**config.mk**
```make
export PLATFORM = sky130hd
export DESIGN_NAME = fsb_security
export DESIGN_NICKNAME = d
export VERILOG_FILES = /design/src/fsb_security.v
export VERILOG_INCLUDE_DIRS = /design/src
export SDC_FILE = /design/constraint.sdc
export NUM_CORES = 1
export LEC_CHECK = 0
export BUFFER_PORTS_ARGS = -buffer_cell sky130_fd_sc_hd__buf_2
export CAP_MARGIN = 20
export CORE_MARGIN = 4
export CORE_UTILIZATION = 50
export CTS_BUF_LIST = sky130_fd_sc_hd__clkbuf_16
export CTS_CLUSTER_SIZE = 40
export DETAILED_ROUTE_END_ITERATION = 8
export GPL_TIMING_DRIVEN = 0
export PLACE_DENSITY_LB_ADDON = 0.08
export SETUP_SLACK_MARGIN = 0.2
export SLEW_MARGIN = 15
export SYNTH_ARGS = -nofsm -noshare
export SYNTH_HDL_FRONTEND = slang
export SYNTH_SLANG_ARGS = --single-unit
```
**constraint.sdc**
```tcl
create_clock -name CLOCK -period 3.8 [get_ports CLOCK]
set_input_delay 0.38 -clock CLOCK [delete_from_list [all_inputs] [get_ports CLOCK]]
set_output_delay 0.38 -clock CLOCK [all_outputs]
set_load 0.01 [all_outputs]
```
**src/fsb_map.vh**
```
`ifndef FSB_MAP_VH
`define FSB_MAP_VH

// register offsets (byte addresses, 8-bit registers)
`define FSB_REG_SECCFG 5'h01
`define FSB_REG_CMDIDX 5'h02
`define FSB_REG_CTRL 5'h04
`define FSB_REG_MARGIN 5'h05
`define FSB_REG_STATUS 5'h06
`define FSB_REG_CMDOBJ_HI 5'h0A
`define FSB_REG_CMDOBJ_LO 5'h0B
`define FSB_REG_LAST 5'h13

// field positions
`define FSB_SEC_LSB 0
`define FSB_BACKDOOR_ENABLE_FIELD_LSB 6
`define FSB_ST_COMMAND_COMPLETE_FLAG 7
`define FSB_ST_ACCESS_ERROR_FLAG 5
`define FSB_ST_PROTECTION_VIOLATION_FLAG 4
`define FSB_CTRL_RESWIN 0

// field values
`define FSB_SEC_UNSECURED 2'h2
`define FSB_BACKDOOR_ENABLE_FIELD_ENABLED 2'h2
`define FSB_BLK_EEPROM 2'h0
`define FSB_BLK_INVALID 2'h1

// reset values
`define FSB_SECCFG_RST 8'h00
`define FSB_MARGIN_RST 2'h0

// command codes and index values
`define FSB_CMD_VERIFY_KEY 8'h0C
`define FSB_CMD_SET_MARGIN 8'h0D
`define FSB_IDX_KEY_LAST 3'h4
`define FSB_IDX_MARGIN 3'h1
`define FSB_KEY_COUNT 2'h3

// nonvolatile addresses
`define FSB_NV_SEC_BYTE 18'h3FF0F
`define FSB_NV_KEY_BASE 18'h3FF00

// resource window
`define FSB_IFR_LO 18'h04000
`define FSB_IFR_HI 18'h040FF
`define FSB_RESV_LO 18'h04100
`define FSB_RESV_HI 18'h07FFF

// invalid data returned while keys are compared
`define FSB_INVALID_DATA 16'hFFFF

`endif

```
**src/fsb_security.v**
```verilog
`timescale 1ns/10ps
`include "fsb_map.vh"

// Function
// - memory runs on in wait; command-complete level can wake the core
// - stop is acknowledged only after a running command has finished
// - security config register loads from security byte 0x3_FF0F at reset
// - new security byte value acts only after the next reset
// - current security state is a continuous status output
// - four 16-bit stored keys sit at 0x3_FF00 to 0x3_FF07
// - array reads return invalid data while key verify runs
// - verify checks backdoor enable at launch, error and stop if disabled
// - backdoor enabled only when enable field equals 10
// - all four keys compared in order; security released on full match
// - after a mismatch every later verify aborts with error until reset
// - incorrect key set sets the access error flag
// - verify with command index not 100 sets the access error flag
// - command-complete flag set again when verify finishes
// - command 0x0D sets read margin level of the selected block
// - block code 00 EEPROM, 01 invalid with error, 10/11 program flash
// - seven registers decoded within offsets 0x00 to 0x13
// - resource window maps 256-byte info row at 0x0_4000, rest reserved
module fsb_security (
  // clock and reset
  input wire CLOCK,
  input wire RST_N,
  // register port
  input wire [4:0] ADDR,
  input wire [7:0] WDATA,
  input wire WR,
  input wire RD,
  output reg [7:0] RDATA,
  // nonvolatile array read port, data valid in the same cycle as the request
  output reg NV_RD,
  output reg [17:0] NV_ADDR,
  input wire [15:0] NV_RDATA,
  // core array read path
  input wire [17:0] CPU_ADDR,
  input wire [15:0] ARRAY_DATA,
  output reg [15:0] CPU_RDATA,
  output reg IFR_HIT,
  output reg RESERVED_HIT,
  // mode and security status
  input wire STOP_REQ,
  output reg STOP_ACK,
  output reg CMD_COMPLETE,
  output reg SECURED,
  output reg [1:0] PFLASH_MARGIN,
  output reg [1:0] EEPROM_MARGIN
);

  localparam [2:0] ST_LOAD = 3'h0;
  localparam [2:0] ST_LOAD_WAIT = 3'h1;
  localparam [2:0] ST_IDLE = 3'h2;
  localparam [2:0] ST_KEY_RD = 3'h3;
  localparam [2:0] ST_KEY_CMP = 3'h4;
  localparam [2:0] ST_DONE = 3'h5;

  reg [2:0] state_q;
  reg [2:0] state_d;
  reg [7:0] seccfg_q;
  reg [7:0] seccfg_d;
  reg [2:0] cmdidx_q;
  reg [2:0] cmdidx_d;
  reg [15:0] cmdobj_q [0:4];
  reg reswin_q;
  reg command_complete_flag_q;
  reg command_complete_flag_d;
  reg access_error_flag_q;
  reg access_error_flag_d;
  reg protection_violation_flag_q;
  reg protection_violation_flag_d;
  reg locked_q;
  reg locked_d;
  reg mismatch_q;
  reg mismatch_d;
  reg [1:0] keynum_q;
  reg [1:0] keynum_d;
  reg [1:0] pmargin_d;
  reg [1:0] emargin_d;
  reg nv_rd_d;
  reg [17:0] nv_addr_d;
  reg stop_meta_q;
  reg stop_sync_q;
  reg [7:0] rdata_d;
  reg err_launch;

  function in_win;
    input [17:0] a;
    input [17:0] lo;
    input [17:0] hi;
    begin
      in_win = (a >= lo) && (a <= hi);
    end
  endfunction

  function reg_hit;
    input [4:0] a;
    input [4:0] off;
    begin
      reg_hit = (a == off);
    end
  endfunction

  wire [7:0] cmd_code = cmdobj_q[0][15:8];
  wire [1:0] backdoor_enable_field = seccfg_q[`FSB_BACKDOOR_ENABLE_FIELD_LSB+1:`FSB_BACKDOOR_ENABLE_FIELD_LSB];
  wire [15:0] cur_key = cmdobj_q[{1'b0, keynum_q} + 3'h1];
  wire [7:0] status_val = {command_complete_flag_q, 1'b0, access_error_flag_q, protection_violation_flag_q, 4'h0};
  wire [1:0] blk = cmdobj_q[0][1:0];

  // register writes from the bus; launch and error clears come via status
  wire launch = WR && reg_hit(ADDR, `FSB_REG_STATUS) &&
    WDATA[`FSB_ST_COMMAND_COMPLETE_FLAG] && command_complete_flag_q && !access_error_flag_q && !protection_violation_flag_q &&
    state_q == ST_IDLE;

  // command sequencer
  always @*
  begin
    state_d = state_q;
    seccfg_d = seccfg_q;
    command_complete_flag_d = command_complete_flag_q;
    access_error_flag_d = access_error_flag_q;
    protection_violation_flag_d = protection_violation_flag_q;
    locked_d = locked_q;
    mismatch_d = mismatch_q;
    keynum_d = keynum_q;
    pmargin_d = PFLASH_MARGIN;
    emargin_d = EEPROM_MARGIN;
    nv_rd_d = 1'b0;
    nv_addr_d = NV_ADDR;
    err_launch = 1'b0;
    cmdidx_d = cmdidx_q;
    if (WR && command_complete_flag_q && reg_hit(ADDR, `FSB_REG_CMDIDX))
      cmdidx_d = WDATA[2:0];
    // software clears error flags by writing one; hardware sets win below
    if (WR && reg_hit(ADDR, `FSB_REG_STATUS) && WDATA[`FSB_ST_ACCESS_ERROR_FLAG])
      access_error_flag_d = 1'b0;
    if (WR && reg_hit(ADDR, `FSB_REG_STATUS) && WDATA[`FSB_ST_PROTECTION_VIOLATION_FLAG])
      protection_violation_flag_d = 1'b0;
    case (state_q)
      ST_LOAD:
      begin
        nv_rd_d = 1'b1;
        nv_addr_d = `FSB_NV_SEC_BYTE;
        state_d = ST_LOAD_WAIT;
      end
      ST_LOAD_WAIT:
      begin
        // only loaded here, so a reprogrammed byte waits for reset
        seccfg_d = NV_RDATA[7:0];
        command_complete_flag_d = 1'b1;
        state_d = ST_IDLE;
      end
      ST_IDLE:
      begin
        if (launch)
        begin
          case (cmd_code)
            `FSB_CMD_VERIFY_KEY:
            begin
              if (cmdidx_q != `FSB_IDX_KEY_LAST)
                err_launch = 1'b1;
              else if (backdoor_enable_field != `FSB_BACKDOOR_ENABLE_FIELD_ENABLED)
                err_launch = 1'b1;
              else if (locked_q)
                err_launch = 1'b1;
              else
              begin
                command_complete_flag_d = 1'b0;
                keynum_d = 2'h0;
                mismatch_d = 1'b0;
                state_d = ST_KEY_RD;
              end
            end
            `FSB_CMD_SET_MARGIN:
            begin
              if (cmdidx_q != `FSB_IDX_MARGIN)
                err_launch = 1'b1;
              else if (blk == `FSB_BLK_INVALID)
                err_launch = 1'b1;
              else if (blk == `FSB_BLK_EEPROM)
                emargin_d = cmdobj_q[1][1:0];
              else
                pmargin_d = cmdobj_q[1][1:0];
            end
            default:
              err_launch = 1'b1;
          endcase
          if (err_launch)
            access_error_flag_d = 1'b1;
        end
      end
      ST_KEY_RD:
      begin
        nv_rd_d = 1'b1;
        // one word per key, two bytes apart
        nv_addr_d = `FSB_NV_KEY_BASE + {15'h0, keynum_q, 1'b0};
        state_d = ST_KEY_CMP;
      end
      ST_KEY_CMP:
      begin
        if (NV_RDATA != cur_key)
          mismatch_d = 1'b1;
        if (keynum_q == `FSB_KEY_COUNT)
          state_d = ST_DONE;
        else
        begin
          keynum_d = keynum_q + 2'h1;
          state_d = ST_KEY_RD;
        end
      end
      ST_DONE:
      begin
        if (mismatch_q)
        begin
          access_error_flag_d = 1'b1;
          locked_d = 1'b1;
        end
        else
          seccfg_d[`FSB_SEC_LSB+1:`FSB_SEC_LSB] = `FSB_SEC_UNSECURED;
        command_complete_flag_d = 1'b1;
        state_d = ST_IDLE;
      end
      default:
        state_d = ST_LOAD;
    endcase
  end

  // index, command object and control writes are ignored while busy
  always @(posedge CLOCK or negedge RST_N)
  begin
    if (!RST_N)
    begin
      cmdobj_q[0] <= 16'h0000;
      cmdobj_q[1] <= 16'h0000;
      cmdobj_q[2] <= 16'h0000;
      cmdobj_q[3] <= 16'h0000;
      cmdobj_q[4] <= 16'h0000;
      reswin_q <= 1'b0;
    end
    else if (WR && command_complete_flag_q)
    begin
      if (reg_hit(ADDR, `FSB_REG_CMDOBJ_HI) && cmdidx_q <= 3'h4)
        cmdobj_q[cmdidx_q][15:8] <= WDATA;
      if (reg_hit(ADDR, `FSB_REG_CMDOBJ_LO) && cmdidx_q <= 3'h4)
        cmdobj_q[cmdidx_q][7:0] <= WDATA;
      if (reg_hit(ADDR, `FSB_REG_CTRL))
        reswin_q <= WDATA[`FSB_CTRL_RESWIN];
    end
  end

  // read data, one cycle after the strobe; unmapped offsets read zero
  always @*
  begin
    rdata_d = 8'h00;
    if (RD && ADDR <= `FSB_REG_LAST)
      case (ADDR)
        `FSB_REG_SECCFG:
          rdata_d = seccfg_q;
        `FSB_REG_CMDIDX:
          rdata_d = {5'h00, cmdidx_q};
        `FSB_REG_CTRL:
          rdata_d = {7'h00, reswin_q};
        `FSB_REG_MARGIN:
          rdata_d = {4'h0, EEPROM_MARGIN, PFLASH_MARGIN};
        `FSB_REG_STATUS:
          rdata_d = status_val;
        `FSB_REG_CMDOBJ_HI:
          rdata_d = (cmdidx_q <= 3'h4) ? cmdobj_q[cmdidx_q][15:8] : 8'h00;
        `FSB_REG_CMDOBJ_LO:
          rdata_d = (cmdidx_q <= 3'h4) ? cmdobj_q[cmdidx_q][7:0] : 8'h00;
        default:
          rdata_d = 8'h00;
      endcase
  end

  // main state registers
  always @(posedge CLOCK or negedge RST_N)
  begin
    if (!RST_N)
    begin
      state_q <= ST_LOAD;
      seccfg_q <= `FSB_SECCFG_RST;
      cmdidx_q <= 3'h0;
      command_complete_flag_q <= 1'b0;
      access_error_flag_q <= 1'b0;
      protection_violation_flag_q <= 1'b0;
      locked_q <= 1'b0;
      mismatch_q <= 1'b0;
      keynum_q <= 2'h0;
      PFLASH_MARGIN <= `FSB_MARGIN_RST;
      EEPROM_MARGIN <= `FSB_MARGIN_RST;
      NV_RD <= 1'b0;
      NV_ADDR <= 18'h00000;
      RDATA <= 8'h00;
    end
    else
    begin
      state_q <= state_d;
      seccfg_q <= seccfg_d;
      cmdidx_q <= cmdidx_d;
      command_complete_flag_q <= command_complete_flag_d;
      access_error_flag_q <= access_error_flag_d;
      protection_violation_flag_q <= protection_violation_flag_d;
      locked_q <= locked_d;
      mismatch_q <= mismatch_d;
      keynum_q <= keynum_d;
      PFLASH_MARGIN <= pmargin_d;
      EEPROM_MARGIN <= emargin_d;
      NV_RD <= nv_rd_d;
      NV_ADDR <= nv_addr_d;
      RDATA <= rdata_d;
    end
  end

  // stop request arrives from another domain
  always @(posedge CLOCK or negedge RST_N)
  begin
    if (!RST_N)
    begin
      stop_meta_q <= 1'b0;
      stop_sync_q <= 1'b0;
    end
    else
    begin
      stop_meta_q <= STOP_REQ;
      stop_sync_q <= stop_meta_q;
    end
  end

  // status outputs, array read path and resource window decode
  always @(posedge CLOCK or negedge RST_N)
  begin
    if (!RST_N)
    begin
      STOP_ACK <= 1'b0;
      CMD_COMPLETE <= 1'b0;
      SECURED <= 1'b1;
      CPU_RDATA <= 16'h0000;
      IFR_HIT <= 1'b0;
      RESERVED_HIT <= 1'b0;
    end
    else
    begin
      // running command finishes before stop is granted
      STOP_ACK <= stop_sync_q && command_complete_flag_q && state_q == ST_IDLE;
      // level stays usable as a wake source while the core waits
      CMD_COMPLETE <= command_complete_flag_q;
      SECURED <= seccfg_q[`FSB_SEC_LSB+1:`FSB_SEC_LSB] !=
                 `FSB_SEC_UNSECURED;
      if (state_q == ST_KEY_RD || state_q == ST_KEY_CMP ||
          state_q == ST_DONE)
        CPU_RDATA <= `FSB_INVALID_DATA;
      else
        CPU_RDATA <= ARRAY_DATA;
      IFR_HIT <= reswin_q && in_win(CPU_ADDR, `FSB_IFR_LO,
                                    `FSB_IFR_HI);
      RESERVED_HIT <= reswin_q && in_win(CPU_ADDR, `FSB_RESV_LO,
                                         `FSB_RESV_HI);
    end
  end

endmodule

```
==> out/results.txt, run 1 <==
GPL Wtd Cong = 0.989
Area leader, netlist = dfrtp_1
Fin cells = 1018
Initial core utilization = 51.7%
Distinct cells, synth = 60
WP data required = 4120 ps
Crit path launch type = flop
Post-Route M1 WL = 10.6 mm
Register area share after synthesis = 46.3%
Logic pwr share = 39.8%
Ratio of cells with drive above 1 in the final layout = 37.1%
Largest stage delay, worst path = 620 ps
CP max stage cell = or4_1
P&R area growth vs syn = 18.1%
Overall power = 5970 uW
Hold path endpoint = stop_meta_q$_DFF_PN0_
Post-synthesis cell area = 7630 um^2
Top_reg_cell synth = dfrtp_1
Drt initial violations = 681
Largest family of logic cells by synthesized area = multiplexers
Clk sinks = 141
Die width = 132 um
Switching power = 2330 uW
Mean post-synth cell area = 11.0 um^2
Worst R2R Start = keynum_q[0]$_DFFE_PN0P_
Hold Slack = 56.7 ps
Max Cap Viol = 0
Diodes inserted = 0
DR WL met3 = 2.18 mm
H-tree depth = 4
Setup violations, final = 0
Element type at the critical path end = flop
End of the worst register-to-register path = mismatch_q$_DFFE_PN0P_
CP Cell Sequence = ha_1 -> buf_2 -> buf_1 -> o22ai_1 -> a2111oi_2 -> o2111ai_1 -> or4_1 -> a22o_1
Switching Share = 39.1%
First-pass GRT wire length = 38.4 mm
Antenna violations before repair = 1
Synth Area in Adders = 0.164%
Synth area leaders = dfrtp_1, mux2_2, a22oi_1
Number of I/O pins = 120
DR top layer = met4
Max transition margin = 26.4%
Clock root buffer master = clkbuf_16
Power Internal = 3640 uW
TritonCTS clock tree = done
Post-Synth XOR/XNOR Area = 0.459%
Bufs on Longest Clock Path = 2
Area of the multi-input gates = 3740 um^2
Post-DRT Antenna Nets = 0
Post-DP HPWL = 18.6 mm
Hold crit path type = in2reg
Area fraction in compound gates after synthesis = 14.5%
Via Count = 6512
Hold depth = 1
Largest net degree at the start of global routing = 84
Vias in the first global route = 6450
Final critical-path share of the clock period = 82.2%
Die ar. = 17300 um^2
Resized Gates After CTS = 0
Hold_sp = STOP_REQ
Worst Path Max Fanout = 10
TritonCTS Buffers = 17
Routed wire length = 25.2 mm
GRT Util Overall = 29.0%
R2R setup slack = 670 ps
Post-Syn Instances = 694
Clock Pin Slew Worst Setup and Hold Paths = 60 ps
Fill cell count = 1280
Slew Limit Fails = 0
Crit path max-delay family = compound AO/OA/AOI/OAI gates
Routed length on met2 = 11.6 mm
Post-synth EDFFs = 0
Mux contribution to synthesized area = 21.0%
Status = finished clean
Critical path buffer and inverter count = 2
Critical path class = reg2reg
Data arrival, critical path = 3440 ps
DR pass1 iterations = 7
DRC viols = 0
Chip height = 132 um
Setup slack after layout = 675 ps
Simple-Gate Fraction of Synth Area = 12.7%
Top cell type's share of synthesized area = 45.9%
Core area = 14800 um^2
Register area = 3530 um^2
RSZ-0062 raised after global routing = no
Final setup TNS = 0 ps
VDD IR-drop max = 318 uV
Std-Cell Rows = 44
Synth warn = 0
Worst-Skew Late Latency = 430 ps
Clk_skew = 7.71 ps
PortBufs = 103
Pwr Density = 663 nW/um^2
Fmax = 0.320 GHz
Wirelength per Cell = 24.8 um
#FFs+latches synth = 141
Slew at the pin closest to its max-slew limit = 1100 ps
Placed Cells = 985
LEAKAGE = 0.00405 uW
Pre-CTS setup slack = 762 ps
Seq pwr share = 32.8%
Asr flop ratio synth = 100%
Net count, final = 890
Remaining global-route overflow = 0
Clock Power Share = 27.4%
R2R depth = 8
Fin crit period = 3130 ps
Final Hold Vio Count = 0
Vias per Instance = 6.40
layer usage:
metal  track usage, %  up-vias
li1                 -     2834
met5                0        -
met2             45.5      368
met3             6.50       68
met4             11.2        0
met1             39.4     3242
logic make-up (layout without fill, tap and decap cells):
family          count (synthesis)  in the layout
buf+inv                        71            208
flops                         141            141
other cells                     1              4
xor+xnor                        4              4
compound gates                161            161
mux                           139            139
simple gates                  176            176
fa+ha+maj                       1              1
state kept, by name, summed over array words and instances (netlist names), 2 cells and up:
| signal | flops |
|---|---|
| cmd_code | 8 |
| seccfg_q | 8 |
| EEPROM_MARGIN | 2 |
| state_q | 3 |
| NV_ADDR | 4 |
| keynum_q | 2 |
| RDATA | 8 |
| PFLASH_MARGIN | 2 |
| cmdidx_q | 3 |
| CPU_RDATA | 16 |
| blk | 2 |
| cmdobj_q | 70 |
power groups by stage:
stage          clock (uW)  sequential [uW]  combinational (uW)
2_1_floorplan           0             1970                1510
6_report             1640             1960                2380
3_5_place_dp            0             1980                2320
3_3_place_gp            0             1970                2300
5_1_grt              1720             1990                2510
4_1_cts              1650             1950                2340
worst max path at each step:
stage	start	end	cells after the start
final	keynum_q[0]$_DFFE_PN0P_	mismatch_q$_DFFE_PN0P_	8
after global routing	keynum_q[0]$_DFFE_PN0P_	mismatch_q$_DFFE_PN0P_	8
after CTS	keynum_q[0]$_DFFE_PN0P_	mismatch_q$_DFFE_PN0P_	8
after detailed placement	keynum_q[0]$_DFFE_PN0P_	mismatch_q$_DFFE_PN0P_	8
after global placement	RST_N	CPU_RDATA[11]$_DFF_PN0_	1
after floorplan	keynum_q[0]$_DFFE_PN0P_	mismatch_q$_DFFE_PN0P_	9
cell usage in the layout, fill, tap and decap left out, types with 8 or more instances in the layout:
| cell type | synthesis | layout |
|---|---|---|
| dfrtp_1 | 140 | 140 |
| mux2_2 | 111 | 111 |
| buf_2 | 4 | 106 |
| nand2_1 | 46 | 46 |
| a22oi_1 | 39 | 39 |
| a21oi_1 | 35 | 35 |
| clkbuf_1 | 26 | 26 |
| o22ai_1 | 23 | 23 |
| nor2_1 | 22 | 22 |
| mux2i_1 | 22 | 22 |
| or2_2 | 19 | 19 |
| o21ai_0 | 18 | 18 |
| nor2b_1 | 17 | 17 |
| buf_4 | 17 | 17 |
| clkbuf_16 | 0 | 17 |
| nand3_1 | 13 | 13 |
| inv_1 | 10 | 12 |
| nand2b_1 | 10 | 10 |
| buf_1 | 9 | 9 |
| nor3_1 | 8 | 8 |
cells in the mapped netlist (5+ instances only):
cell type,number
nand4_1,7
nand2_1,46
nor3_2,5
mux2_2,111
nor2_1,22
nor4_1,5
clkbuf_1,26
o22ai_1,23
o21ai_0,18
nor3_1,8
mux2i_1,22
nor2b_1,17
a22oi_1,39
inv_1,10
buf_4,17
or2_2,19
buf_6,5
a31oi_1,6
buf_1,9
a21oi_1,35
nand3_1,13
dfrtp_1,140
mux4_2,6
nand2b_1,10
cell type report:
| type | instances | share of cell area, % |
|---|---|---|
| Inverter | 10 | 0.417 |
| Clock inverter | 15 | 1.64 |
| Buffer | 61 | 3.72 |
| Sequential cell | 141 | 39.2 |
| Multi-Input combinational cell | 485 | 41.5 |
| Tap cell | 184 | 2.56 |
| Clock buffer | 17 | 4.72 |
| Timing Repair Buffer | 105 | 6.21 |
per-stage QoR:
stage	instance area [um^2]	util (%)
3_5_place_dp	8420	57.1
4_1_cts	9010	61.0
3_3_place_gp	8380	56.8
5_1_grt	9010	61.0
6_report	9010	61.0
2_1_floorplan	7640	-
timing repair:
action                    in CTS  in global routing
hold buffers                   1                  0
setup buffers                  0                  0
hold endpoints to repair      58                  0
No activity file was read; power rests on OpenSTA's default activity.
==> run 2: changes to the inputs <==
- clock period: 3.8 -> 2.8 ns (I/O delays scaled with it)
==> run 2 against run 1 <==
Effect of this change: the flow now finishes with violations (negative setup slack); clock skew shrank 0.54 ps; hold slack lost 14 ps; cell count grew 1.6%; first-iteration DRC count grew 33%; sequential power grew 36%; combinational power grew 61%; critical path type unchanged; clock-buffer cell count is the same; clock power grew 33%.
==> out/results.txt, run 2 (synthesized netlist as in run 1, its figures left out) <==
Status = complete, but fails checks
Failing checks = negative setup slack
Slew Limit Fails = 0
Commonest non-fill, non-tap cell in the layout = dfrtp_1
Worst-Skew Late Latency = 420 ps
Design area = 9320 um^2
Pre-CTS setup slack = -214 ps
Core area = 14800 um^2
Final Hold Vio Count = 0
Logic pwr share = 44.2%
CP Cell Sequence = ha_4 -> buf_12 -> buf_6 -> mux4_2 -> xnor2_2 -> nor2_2 -> a311oi_2 -> nand4_1 -> or4_4 -> a22o_1
Fmax = 0.340 GHz
Vias in the first global route = 6313
P&R area growth vs syn = 22.1%
Ratio of cells with drive above 1 in the final layout = 41.6%
Setup slack after layout = -138 ps
GPL Wtd Cong = 0.990
Clock Power Share = 25.1%
Clk sinks = 141
Bufs on Longest Clock Path = 2
Fin crit period = 2940 ps
Chip height = 132 um
Initial core utilization = 51.7%
Max reg flops = 70
Placed instance area = 8440 um^2
Commonest cells after routing, fill and taps aside = dfrtp_1, mux2_2, buf_2
Net count, final = 906
TritonCTS Buffers = 17
Drt initial violations = 904
VDD IR-drop max = 461 uV
Hold crit path type = in2reg
Data arrival, critical path = 3250 ps
LEAKAGE = 0.00420 uW
CP max stage cell = or4_4
Element type at the critical path end = flop
Max Cap Viol = 0
Setup violations, final = 1
Largest net degree at the start of global routing = 86
Std-Cell Rows = 44
Clock Pin Slew Worst Setup and Hold Paths = 70 ps
Critical path class = reg2reg
PortBufs = 103
Max transition margin = 33.9%
Worst Path Max Fanout = 5
Crit path launch type = flop
Remaining global-route overflow = 0
GRT Util Overall = 29.4%
Diodes inserted = 0
DRC viols = 0
Switching power = 3370 uW
Largest regs = cmdobj_q (70), CPU_RDATA (16)
Clk_skew = 7.17 ps
Die ar. = 17300 um^2
Slew at the pin closest to its max-slew limit = 986 ps
Via Count = 6502
Switching Share = 38.9%
Die width = 132 um
DR pass1 iterations = 6
Vias per Instance = 6.29
Final critical-path share of the clock period = 105%
Largest register by flop count = cmdobj_q
RSZ-0062 raised after global routing = yes
Seq pwr share = 30.7%
H-tree depth = 4
TritonCTS clock tree = done
Number of I/O pins = 120
Routed wire length = 25.5 mm
First-pass GRT wire length = 39.1 mm
Power Internal = 5300 uW
Wirelength per Cell = 24.7 um
Clock root buffer master = clkbuf_16
Post-DRT Antenna Nets = 0
Post-DP HPWL = 18.4 mm
WP data required = 3110 ps
Overall power = 8670 uW
Antenna violations before repair = 0
Largest stage delay, worst path = 540 ps
Pwr Density = 931 nW/um^2
run 2: cell types whose count changed in the layout (fill, tap and decap cells not counted), moves of 3 or more:
| cell | change |
|---|---|
| buf_1 | -3 |
| buf_4 | +10 |
| clkbuf_1 | -11 |
| clkbuf_2 | +13 |
| clkinv_2 | -3 |
| clkinvlp_4 | +3 |
| inv_1 | -3 |
| nor3_2 | -4 |
| nor3_4 | +5 |
| or4_1 | -3 |
| or4_4 | +3 |
run 2: timing repair:
item,in CTS,in global routing
pin swaps,6,10
gates resized for setup,19,32
hold endpoints to repair,57,0
cloned,1,0
setup buffers,5,8
setup endpoints to repair,60,39
hold buffers,2,0
run 2: power groups by stage:
stage	Combinational [uW]	Clock (uW)	Sequential (uW)
after detailed placement	3180	0	2690
after CTS	3500	2200	2660
after global placement	3160	0	2670
after floorplan	2070	0	2680
final	3830	2180	2660
after global routing	4010	2290	2710
run 2: worst paths after layout:
check / from / end / slack (ps) / cells past startpoint
max: keynum_q[1]$_DFFE_PN0P_ / mismatch_q$_DFFE_PN0P_ / -140 / 10
min: ARRAY_DATA[12] / CPU_RDATA[12]$_DFF_PN0_ / 40 / 2
max reg2reg: keynum_q[1]$_DFFE_PN0P_ / mismatch_q$_DFFE_PN0P_ / -140 / 10
min reg2reg: stop_meta_q$_DFF_PN0_ / stop_sync_q$_DFF_PN0_ / 350 / 0
max in group asynchronous: RST_N / SECURED$_DFF_PN1_ / 1670 / 3
min in group asynchronous: RST_N / cmdobj_q[26]$_DFFE_PN0P_ / 360 / 2
run 2: metrics by stage:
stage / utilization [%] / hold slack, ps / std cells / TNS [ps]
after floorplan: - / -15.6 / 697 / 0
after global placement: 56.9 / 336 / 984 / -55350
after detailed placement: 57.2 / 227 / 985 / -2000
after CTS: 62.1 / 34.3 / 1025 / -52.4
after global routing: 63.1 / 34.3 / 1034 / -193
final: 63.1 / 42.6 / 1034 / -138
run 2: final cells by class:
cell class | instances | area, um^2
Inverter | 10 | 41.3
Multi-Input combinational cell | 485 | 3860
Clock buffer | 17 | 425
Tap cell | 184 | 230
Timing Repair Buffer | 121 | 726
Clock inverter | 15 | 138
Sequential cell | 141 | 3530
Buffer | 61 | 369
Fill cell | 1256 | 5440
run 2: layer usage:
layer	GRT usage, %	share of wire (%)	vias to the layer above
met5	0	0	-
met4	9.28	2.7	0
met3	7.30	9.1	49
met2	45.4	46	331
met1	40.9	42	3246
li1	-	-	2876
run 2: worst max-delay path: cells and delay by family (launching register included):
kind                       cells  cell delay [ps]
and+or+nand+nor                3              750
xor gates and xnor gates       1              180
buffers and inverters          2              220
DFF                            1              420
AOI/OAI and AO/OA              2              420
adders and majority gates      1              330
muxes                          1              520
